File: config.mk
export PLATFORM = sky130hd
export DESIGN_NAME = gdw_top
export DESIGN_NICKNAME = d
export VERILOG_FILES = /design/src/gdw_pkg.sv /design/src/gdw_top.sv
export VERILOG_INCLUDE_DIRS = /design/src
export SDC_FILE = /design/constraint.sdc
export NUM_CORES = 1
export LEC_CHECK = 0
export BUFFER_PORTS_ARGS = -buffer_cell sky130_fd_sc_hd__buf_2
export CAP_MARGIN = 20
export CORE_MARGIN = 3
export CORE_UTILIZATION = 61
export CTS_BUF_LIST = sky130_fd_sc_hd__clkbuf_4
export DETAILED_ROUTE_END_ITERATION = 8
export GPL_TIMING_DRIVEN = 0
export PLACE_DENSITY = 0.83
export SLEW_MARGIN = 30
export SYNTH_ARGS = -nofsm -noshare
export SYNTH_HDL_FRONTEND = slang
export SYNTH_SLANG_ARGS = --single-unit
File: constraint.sdc
create_clock -name i_clk -period 4.5 [get_ports i_clk]
set_clock_uncertainty 0.2 [all_clocks]
set_input_delay 1.125 -clock i_clk [delete_from_list [all_inputs] [get_ports i_clk]]
set_output_delay 1.125 -clock i_clk [all_outputs]
set_load 0.02 [all_outputs]
File: src/gdw_params.svh
// Constants for the GPIO-driven watchdog timer
`ifndef GDW_PARAMS_SVH
`define GDW_PARAMS_SVH
`define GDW_CLK_HZ 40000000
`define GDW_T100MS_MS 100
`define GDW_T1S_MS 1000
`define GDW_T10S_MS 10000
`define GDW_T1MIN_MS 60000
`define GDW_MS_CYC (`GDW_CLK_HZ / 1000)
`define GDW_OFS_DIR 8'h34
`define GDW_OFS_LVL 8'h38
`define GDW_BIT_EN 0
`define GDW_BIT_SLO 1
`define GDW_BIT_SHI 3
`define GDW_BIT_KICK 23
`define GDW_LVL_RST 32'h0000_0001
`define GDW_DIR_RST 32'h0000_0000
`define GDW_RST_PULSE 16
`endif

File: src/gdw_pkg.sv
// Types for the GPIO-driven watchdog timer
`default_nettype none
package gdw_pkg;
  typedef enum logic [1:0] {GDW_OFF, GDW_RUN, GDW_FIRE} gdw_state_t;
  typedef struct packed {
    logic low_n;
    logic high_n;
    logic kick_n;
  } gdw_leds_t;
  typedef struct packed {
    logic [7:0] addr;
    logic wr;
    logic rd;
    logic [31:0] wdata;
  } gdw_io_req_t;
endpackage
`default_nettype wire

File: src/gdw_top.sv
// GPIO-driven watchdog: level/direction registers, timer and reset output
//
// How it works
// - A high enable line keeps the watchdog off and the enable bit powers up at one.
// - Pulling the enable line low starts the watchdog with the period already selected.
// - Select lines high,low pick 100 ms (1,1), 1 s (1,0), 10 s (0,1) or 1 min (0,0).
// - If the period runs out without a kick the device asserts system reset.
// - Software toggles the kick line within the period and either edge counts as a kick.
// - After self test the low select, high select and kick levels show inverted on three LEDs.
`include "gdw_params.svh"
`timescale 1ns/100ps
`default_nettype none
module gdw_top #(
  parameter int unsigned T100MS_CYC = `GDW_T100MS_MS * `GDW_MS_CYC,
  parameter int unsigned T1S_CYC = `GDW_T1S_MS * `GDW_MS_CYC,
  parameter int unsigned T10S_CYC = `GDW_T10S_MS * `GDW_MS_CYC,
  parameter int unsigned T1MIN_CYC = `GDW_T1MIN_MS * `GDW_MS_CYC,
  parameter int unsigned RST_CYC = `GDW_RST_PULSE
) (
  input wire logic i_clk,
  input wire logic i_rst_b,
  input wire gdw_pkg::gdw_io_req_t i_io,
  input wire logic i_post_done,
  output logic [31:0] o_rdata,
  output logic o_sys_rst,
  output gdw_pkg::gdw_leds_t o_leds
);
  import gdw_pkg::*;

  // ----------------------------------------------------------------
  // State
  // ----------------------------------------------------------------
  typedef struct packed {
    logic [31:0] lvl;
    logic [31:0] dir;
    gdw_state_t st;
    logic [31:0] cnt;
    logic [31:0] limit;
    logic kick_q;
    logic [31:0] rdata;
    logic sys_rst;
    gdw_leds_t leds;
  } gdw_regs_t;

  gdw_regs_t r, next_r;

  logic en_n;
  logic sel_lo;
  logic sel_hi;
  logic kick;
  logic [31:0] period;

  assign en_n = r.lvl[`GDW_BIT_EN];
  assign sel_lo = r.lvl[`GDW_BIT_SLO];
  assign sel_hi = r.lvl[`GDW_BIT_SHI];
  assign kick = r.lvl[`GDW_BIT_KICK];

  // ----------------------------------------------------------------
  // Period decode
  // ----------------------------------------------------------------
  always_comb begin
    unique case ({sel_hi, sel_lo})
      2'b11: period = T100MS_CYC;
      2'b10: period = T1S_CYC;
      2'b01: period = T10S_CYC;
      2'b00: period = T1MIN_CYC;
    endcase
  end

  // ----------------------------------------------------------------
  // Next state
  // ----------------------------------------------------------------
  always_comb begin
    next_r = r;
    next_r.kick_q = kick;
    // Register port; only the two documented words are mapped, others read zero
    if (i_io.wr && i_io.addr == `GDW_OFS_LVL) begin
      next_r.lvl = i_io.wdata;
    end
    if (i_io.wr && i_io.addr == `GDW_OFS_DIR) begin
      next_r.dir = i_io.wdata;
    end
    if (i_io.rd) begin
      unique case (i_io.addr)
        `GDW_OFS_LVL: next_r.rdata = r.lvl;
        `GDW_OFS_DIR: next_r.rdata = r.dir;
        default: next_r.rdata = 32'h0000_0000;
      endcase
    end
    unique case (r.st)
      GDW_OFF: begin
        next_r.sys_rst = 1'b0;
        next_r.cnt = 32'h0000_0000;
        if (!en_n) begin
          // The period is latched at start, so the select lines must settle first
          next_r.st = GDW_RUN;
          next_r.limit = period;
          next_r.cnt = 32'h0000_0000;
        end
      end
      GDW_RUN: begin
        if (en_n) begin
          next_r.st = GDW_OFF;
        end else if (kick != r.kick_q) begin
          next_r.cnt = 32'h0000_0000;
          next_r.limit = period;
        end else if (r.cnt >= r.limit - 32'h0000_0001) begin
          next_r.st = GDW_FIRE;
          next_r.cnt = 32'h0000_0000;
          next_r.sys_rst = 1'b1;
        end else begin
          next_r.cnt = r.cnt + 32'h0000_0001;
        end
      end
      GDW_FIRE: begin
        // Fixed-width pulse; the system reset is expected to clear the level register
        next_r.sys_rst = 1'b1;
        next_r.cnt = r.cnt + 32'h0000_0001;
        if (r.cnt >= RST_CYC - 1) begin
          next_r.st = GDW_OFF;
          next_r.sys_rst = 1'b0;
          next_r.cnt = 32'h0000_0000;
        end
      end
      default: next_r.st = GDW_OFF;
    endcase
    if (i_post_done) begin
      // Active-low LED drive: a line at one leaves its LED dark, so the drive follows the bit
      next_r.leds.low_n = sel_lo;
      next_r.leds.high_n = sel_hi;
      next_r.leds.kick_n = kick;
    end else begin
      next_r.leds = '{low_n: 1'b0, high_n: 1'b0, kick_n: 1'b0};
    end
  end

  // ----------------------------------------------------------------
  // Registers
  // ----------------------------------------------------------------
  always_ff @(posedge i_clk) begin
    if (!i_rst_b) begin
      r <= '0;
      r.lvl <= `GDW_LVL_RST;
      r.dir <= `GDW_DIR_RST;
      r.st <= GDW_OFF;
    end else begin
      r <= next_r;
    end
  end

  assign o_rdata = r.rdata;
  assign o_sys_rst = r.sys_rst;
  assign o_leds = r.leds;
endmodule // gdw_top
`default_nettype wire

Yosys cells after proc, flatten, opt, wreduce, memory -nomap -nowiden. Cells that the tools add are included.

Input bits: 45. Memories kept: 0. Latch bits: 0. Register bits after elaboration: 167. Memory bits (read-only): 0. RAM bits: 0. Logic and storage cells: 61. Output and inout port bits: 36.

Reductions and logical operators: 11. Equality and inequality tests: 16. $lt $le $gt $ge: 2. Bitwise logic cells: 0. $mul: 0. Mux-type cells: 19. Shift operators: 0. Add/sub/neg operators: 2. Divide/modulo/power cells: 0.

Operator list (number): $pmux W32 S2 (2); $pmux W32 S4 (1); $mux W32 (3); $pmux W32 S3 (1); $mux W66 (1); $mux W64 (1); $mux W34 (1); $add A32 B1 Y32 const B (1); $ge A32 B32 Y1 (1); $ge A32 B4 Y1 const B (1); $sub A32 B1 Y32 const B (1); $eq A8 B6 Y1 const B (2); $ne A2 B2 Y1 const B (6); $reduce_and A4 Y1 (3); $eq A2 B2 Y1 const B (3); $mux W2 (3); $ne A3 B3 Y1 const B (2); $pmux W2 S3 (1); $eq A2 B1 Y1 const B (2); $logic_not A2 Y1 (2); $mux W1 (4); $reduce_and A2 Y1 (2); $pmux W1 S3 (1); $reduce_bool A3 Y1 (1); other kinds (3) (4).

Depth between registers and ports, before layout. Gate-level depths: netlist of run 1.

Word-level depth: 6. Mapped depth: 17. Mapped depth without buffers: 16.

Worst setup path after synthesis of run 1. No wires, ideal clock.

Path kind: register to register. Start point: register r[65] (netlist bit). End point: register r[79] (netlist bit). Stages on the path, launching flop included: 18. Buffers on the path: 2. Library setup time: 0.123 ns. Arrival time: 3.469 ns. Path slack: 0.708 ns. Period minus slack after synthesis: 3.792 ns. Data required time: 4.177 ns. Cell sequence: dfxtp_1 clkbuf_1 nor2_1 nand2_1 nor2_1 nand2_1 nor4b_1 nor2b_1 nand2_1 ha_1 nand4_2 or3_4 nor3_2 o31a_2 nor4_1 a311oi_2 buf_2 o21ai_0.

Longest elaborated chain between the ends: 6.

RTL lines: start: declaration (RTL line gdw_top.sv:45) `gdw_regs_t r, next_r;`; start signal: assignment (RTL line gdw_top.sv:147) `r <= next_r;`; $sub A32 B1 Y32 (RTL line gdw_top.sv:107) `end else if (r.cnt >= r.limit - 32'h0000_0001) begin`; $ge A32 B32 Y1 (RTL line gdw_top.sv:107); $mux W32 (RTL line gdw_top.sv:107); $mux W32 (RTL line gdw_top.sv:104) `end else if (kick != r.kick_q) begin`; $mux W64 (RTL line gdw_top.sv:102) `if (en_n) begin`; $pmux W32 S3 (RTL line gdw_top.sv:90) `unique case (r.st)`.

Every way passes these cells. The select of a mux whose other input is x is not followed. A chain may end at the register's enable or synchronous reset.

Worst setup path in the final report of run 1.
Start point: register r[55] (netlist bit). End point: register r[81] (netlist bit).

Same word-level chain as after synthesis.

==> flow_metrics.tcl, run 1 <==
set metrics [dict create \
    holdWs_ns 0.264 \
    synth_nets 935 \
    cap_violations 0 \
    pre_cts_ws_ns 0.0823 \
    grt_max_degree 17 \
    placementRows 38 \
    clock_path_buffers 2 \
    synth-compound-area-share 0.158 \
    synthXorXnorAreaFrac 0.0475 \
    worstPathArrival_ns 4.46 \
    ys.flop_type "dfxtp_1" \
    clockRootBuffer "clkbuf_4" \
    boundaryPins 81 \
    wirelength_um 16200 \
    area.growth.synth_to_final_pct 12.8 \
    ant_nets 0 \
    r2r_cells 14 \
    cts_tree "yes" \
    grt_antenna_before_repair 0 \
    rr_startpoint "r[55]$_SDFFE_PN0P_" \
    power.leakage_nw 3.11 \
    cp_cell_sequence "clkbuf_1 -> nor4_1 -> nand2_1 -> nor4_1 -> nand2b_1 -> ha_1 -> nand4_2 -> or3_4 -> nor3_2 -> o31a_2 -> nor4_1 -> a311oi_2 -> buf_4 -> o21ai_0" \
    synth_seq_cells 148 \
    via_per_inst 5.54 \
    min-delay-start "r[164]$_SDFFE_PN0P_" \
    clkSinkCount 148 \
    synth-simple-area-share 0.225 \
    clk_latency_ns 0.56 \
    ys_seq_area_frac 0.423 \
    rrSetupSlack_ns 0.30 \
    syn_area_mm2 0.00701 \
    grt_pass1_wl_um 26700 \
    status "complete, no violations" \
    fill_cells 904 \
    ys_warn_count 0 \
    critPathMaxStageDelay_ns 0.53 \
    hold_viol_final 0 \
    synth_top_family_by_area "simple AND/OR/NAND/NOR gates" \
    fin_nets 1033 \
    rsz0062_at_grt "no" \
    netlist-cell-type-count 49 \
    chipHeight_um 113 \
    post-route-period-util 0.934 \
    crit_type "reg -> reg" \
    drtIter0Drc 494 \
    grt.total_usage 0.257 \
    min_to "r[164]$_SDFFE_PN0P_" \
    gr-total-overflow 0 \
    design.core.area_mm2 0.0110 \
    dpl.hpwl_um 11700 \
    drive_gt1_frac 0.170 \
    gp_congestion 0.845 \
    endpoint_kind "flip-flop" \
    holdCritPathClass "reg -> reg" \
    required_ns 4.76 \
    syn_inst 854 \
    cts_buffers 17 \
    worstPathMaxFanout 10 \
    grt_pass1_vias 5701 \
    die_w_um 113 \
    cp-start-kind "flip-flop" \
    slew_viol_final 0 \
    power.density_mw_per_mm2 298 \
    cp_common_cell "nor4_1" \
    synth_adder_area_share 0.0643 \
    muxShareOfSynthArea 0.0116 \
    hold_buffers 0 \
    max_slew.worst_pin.slew_ns 0.918 \
    finalSetupTns_ns 0 \
    r2r_end "r[81]$_SDFFE_PN0P_" \
    hold_depth 2 \
    initial_core_util 0.635 \
    synth.avg_cell_area_um2 8.21 \
    cts.htree.levels 4 \
    die-area_mm2 0.0128 \
    cp_slowest_cell "nor4_1" \
    drt_pre_antenna_iters 5 \
    drc 0 \
    worst_setup_hold_path_clk_slew_ns 0.12 \
    setup_ws_ns 0.298 \
    fmax_mhz 238 \
    dr_total_vias 6124 \
    synth_edf_count 0 \
    numPortBuffers 78 \
    slew_headroom 0.387 \
    fin_crit_ns 4.20 \
    synthArstFlopShare 0 \
    ir_worst_vdd_v 0.000255 \
    setup_viol 0 \
    wl_per_cell_um 14.7 \
]
-- stage by stage --
stage	power [mW]	area, um2	utilization	cells
finish	2.35	7910	0.717	1106
global route	2.43	7910	0.717	1105
CTS	2.36	7880	0.714	1104
detailed placement	1.50	7570	0.687	1072
global placement	1.50	7570	0.687	1072
floorplan	1.44	7010	-	854
-- what timing repair did --
action                                  in CTS  in global routing
endpoints found under the hold margin        0                  0
buffers inserted                             0                  1
endpoints found under the setup margin       0                 33
gates resized for setup                      0                  7
-- worst max-delay path by stage --
stage                        from                 end  slack [ns]
2_1_floorplan  r[65]$_SDFFE_PN0P_  r[79]$_SDFFE_PN0P_        0.71
3_3_place_gp   r[65]$_SDFFE_PN0P_  r[81]$_SDFFE_PN0P_        0.12
3_5_place_dp   r[65]$_SDFFE_PN0P_  r[81]$_SDFFE_PN0P_        0.08
4_1_cts        r[65]$_SDFFE_PN0P_  r[81]$_SDFFE_PN0P_        0.06
5_1_grt        r[65]$_SDFFE_PN0P_  r[79]$_SDFFE_PN0P_        0.01
6_report       r[55]$_SDFFE_PN0P_  r[81]$_SDFFE_PN0P_        0.30
-- layout by cell type, fill, tap and decap left out, types with 4 or more instances in the layout --
cell type | netlist | final
o21ai_0 | 13 | 13
xor2_1 | 24 | 24
xnor2_1 | 14 | 14
a211oi_1 | 39 | 39
clkbuf_4 | 0 | 19
dfxtp_1 | 148 | 148
nor4_1 | 9 | 9
mux2i_1 | 7 | 7
nand3_1 | 19 | 19
a21oi_1 | 75 | 75
nor3_1 | 11 | 11
and2_1 | 5 | 5
buf_2 | 5 | 81
and3_1 | 10 | 10
ha_1 | 36 | 36
buf_4 | 35 | 38
nor2_1 | 104 | 104
or4_1 | 4 | 4
inv_1 | 13 | 13
clkinvlp_4 | 0 | 5
a22oi_1 | 32 | 32
nand2_1 | 154 | 154
clkbuf_1 | 43 | 43
nand4_1 | 12 | 12
-- kinds of logic (layout without fill, tap and decap cells) --
group / Yosys count / in the layout
DFF: 148 / 148
muxes: 8 / 8
other: 0 / 1
xor gates and xnor gates: 38 / 38
AOI/OAI and AO/OA: 175 / 175
adders and majority gates: 36 / 36
buffers and inverters: 97 / 208
and+or+nand+nor: 352 / 352
-- Yosys cell counts (5+ instances only) --
library cell,n,area [um2]
o21ai_0,13,65.1
dfxtp_1,148,2960
and3_1,10,62.6
buf_4,35,263
nand3_1,19,95.1
buf_2,5,25.0
clkbuf_1,43,161
nand4_1,12,75.1
nor3_1,11,55.1
nor2_1,104,390
nor4_1,9,56.3
and2_1,5,31.3
a22oi_1,32,240
xor2_1,24,210
inv_1,13,48.8
ha_1,36,450
nand2_1,154,578
a21oi_1,75,375
a211oi_1,39,293
mux2i_1,7,70.1
xnor2_1,14,123
-- area by class of cell --
type	count	area, um2	share of cell area
inverter	13	48.8	0.00617
clock buffer	19	143	0.0180
multi-input combinational	609	3560	0.450
timing repair buffer	79	398	0.0503
buffer	84	458	0.0579
clock inverter	13	158	0.0199
sequential	148	2960	0.375
antenna	1	2.50	0.000316
tap	140	175	0.0222
-- worst max-delay path, delay by kind of cell, from the launching register on --
kind                     cells  cell delay, ns
adder cells (fa/ha/maj)      1            0.34
flip-flops                   1            0.32
AND/OR/NAND/NOR              8            2.16
buffers and inverters        2            0.43
AO/OA/AOI/OAI                3            0.66
-- routing by layer --
| metal | part of all wire | vias to the layer above | track usage |
|---|---|---|---|
| met1 | 0.46 | 2804 | 0.347 |
| li1 | - | 3109 | - |
| met4 | 0.019 | 0 | 0.0873 |
| met3 | 0.066 | 31 | 0.0647 |
| met2 | 0.45 | 180 | 0.403 |
| met5 | 0 | - | 0 |
-- state kept, by name (all words and copies together) (netlist names) --
register,cells
r,110
o_rdata,32
kick,1
o_sys_rst,1
o_leds,3
en_n,1
-- power by group --
group | switching, mW | internal (mW) | total, mW
combinational | 0.0815 | 0.0559 | 0.137
sequential | 0.00844 | 1.32 | 1.33
clock | 0.487 | 0.395 | 0.882
total | 0.577 | 1.78 | 2.35
(Power assumes the default switching activity.)
==> run 2: changes to the inputs <==
--- a/config.mk
+++ b/config.mk
@@ -13,6 +13,7 @@
 export CTS_BUF_LIST = sky130_fd_sc_hd__clkbuf_4
 export DETAILED_ROUTE_END_ITERATION = 8
 export GPL_TIMING_DRIVEN = 0
+export MAX_ROUTING_LAYER = met4
 export PLACE_DENSITY = 0.83
 export SLEW_MARGIN = 30
 export SYNTH_ARGS = -nofsm -noshare
==> run 2 against run 1 <==
Final area hardly changed. Count of clock-buffer cells in the layout stayed put. Setup slack better by 0.0096 ns. Maximum frequency is 0.23% higher. Combinational power hardly changed. Final cell count hardly changed. Sequential power hardly changed. Clock power hardly changed. Highest routed layer unchanged. Register-to-register slack hardly changed. Via count is 0.16% lower. Die area stayed put.
==> flow_metrics.tcl, run 2 (synthesized netlist as in run 1, its figures left out) <==
set metrics [dict create \
    worstPathMaxFanout 10 \
    hold_buffers 0 \
    drive_gt1_frac 0.170 \
    mostFrequentLayoutCells "154 x nand2_1, 148 x dfxtp_1, 104 x nor2_1" \
    fmax_mhz 239 \
    fin_nets 1033 \
    cts_tree "yes" \
    numPlacedInstances 1072 \
    die-area_mm2 0.0128 \
    clk_latency_ns 0.55 \
    setup_ws_ns 0.308 \
    cp-start-kind "flip-flop" \
    holdWs_ns 0.263 \
    worstPathArrival_ns 4.44 \
    stdcell_count 1105 \
    drt_pre_antenna_iters 5 \
    initial_core_util 0.635 \
    pre_cts_ws_ns 0.0823 \
    grt_pass1_vias 5707 \
    fin_crit_ns 4.19 \
    grtUsageMet3 0.0620 \
    grt.total_usage 0.264 \
    crit_type "reg -> reg" \
    drc 0 \
    gp_congestion 0.858 \
    design.core.area_mm2 0.0110 \
    slew_viol_final 0 \
    drtIter0Drc 495 \
    cap_violations 0 \
    clkSinkCount 148 \
    regMostFlops "r" \
    boundaryPins 81 \
    required_ns 4.75 \
    power.leakage_nw 3.11 \
    grt_max_degree 17 \
    power.density_mw_per_mm2 297 \
    cts_buffers 17 \
    grt_pass1_wl_um 26700 \
    setup_viol 0 \
    max_slew.worst_pin.slew_ns 0.928 \
    holdCritPathClass "reg -> reg" \
    die_w_um 113 \
    final_common_cell "nand2_1" \
    area.growth.synth_to_final_pct 12.8 \
    gr-usage-met1 0.347 \
    total_power_mw 2.35 \
    clock_path_buffers 2 \
    dr_total_vias 6114 \
    grt-busiest-layer "met2" \
    diodes 0 \
    placementRows 38 \
    post-route-period-util 0.932 \
    dpl.hpwl_um 11700 \
    ant_nets 0 \
    slew_headroom 0.380 \
    largest_reg_flops 110 \
    numPortBuffers 78 \
    wirelength_um 16100 \
    hold_viol_final 0 \
    finalSetupTns_ns 0 \
    wl_per_cell_um 14.6 \
    gr-total-overflow 0 \
    critPathMaxStageDelay_ns 0.52 \
    grtUsageMet2 0.403 \
    endpoint_kind "flip-flop" \
    rsz0062_at_grt "no" \
    cp_common_cell "nor4_1" \
    cts.htree.levels 4 \
    cp_cell_sequence "clkbuf_1 -> nor4_1 -> nand2_1 -> nor4_1 -> nand2b_1 -> ha_1 -> nand4_2 -> or3_4 -> nor3_2 -> o31a_2 -> nor4_1 -> a311oi_2 -> buf_4 -> o21ai_0" \
    via_per_inst 5.53 \
    chipHeight_um 113 \
    clockRootBuffer "clkbuf_4" \
    cp_slowest_cell "nor4_1" \
    ir_worst_vdd_v 0.000255 \
    grt_antenna_before_repair 0 \
    worst_setup_hold_path_clk_slew_ns 0.12 \
    status "complete, no violations" \
]
## run 2: cell count changes in the layout (fill, tap and decap cells not counted), sizes merged
cell | previous run | this run
diode | 1 | 0
## run 2: cell type report
| type | instances | area (um2) |
|---|---|---|
| multi-input combinational | 609 | 3560 |
| fill | 905 | 3130 |
| sequential | 148 | 2960 |
| buffer | 84 | 458 |
| timing repair buffer | 79 | 398 |
| tap | 140 | 175 |
| clock inverter | 13 | 158 |
| clock buffer | 19 | 143 |
| inverter | 13 | 48.8 |
## run 2: path summary, 6_finish.rpt
kind | depth (start not counted) | slack [ns] | end | from
hold reg to reg | 2 | 0.26 | r[164]$_SDFFE_PN0P_ | r[164]$_SDFFE_PN0P_
hold / removal | 2 | 0.26 | r[164]$_SDFFE_PN0P_ | r[164]$_SDFFE_PN0P_
setup reg to reg | 14 | 0.31 | r[81]$_SDFFE_PN0P_ | r[55]$_SDFFE_PN0P_
setup / recovery | 14 | 0.31 | r[81]$_SDFFE_PN0P_ | r[55]$_SDFFE_PN0P_
## run 2: timing repair
| item | CTS | global route |
|---|---|---|
| endpoints found under the setup margin | 0 | 33 |
| resized for setup | 0 | 7 |
| buffers inserted | 0 | 1 |
## run 2: where the power goes
part           switching, mW  total [mW]  internal (mW)
Sequential           0.00852        1.33           1.32
Combinational         0.0814       0.137         0.0559
Clock                  0.485       0.880          0.395
Total                  0.575        2.35           1.78
## run 2: critical path, delay by kind of cell, from the launching register on
| family | cells | cell delay (ns) |
|---|---|---|
| AND/OR/NAND/NOR | 8 | 2.14 |
| flip-flops | 1 | 0.32 |
| adder cells (fa/ha/maj) | 1 | 0.34 |
| AO/OA/AOI/OAI | 3 | 0.67 |
| buffers and inverters | 2 | 0.43 |
## run 2: through the flow
| stage | instance area [um2] | util |
|---|---|---|
| after floorplan | 7010 | - |
| after global placement | 7570 | 0.687 |
| after detailed placement | 7570 | 0.687 |
| after CTS | 7880 | 0.714 |
| after global routing | 7910 | 0.717 |
| final | 7910 | 0.717 |
## run 2: layer usage
metal	vias up	part of all wire	wire, um
met4	0	0.017	271
met5	-	0	0
met1	2796	0.46	7410
met3	26	0.064	1040
li1	3109	-	-
met2	183	0.46	7410
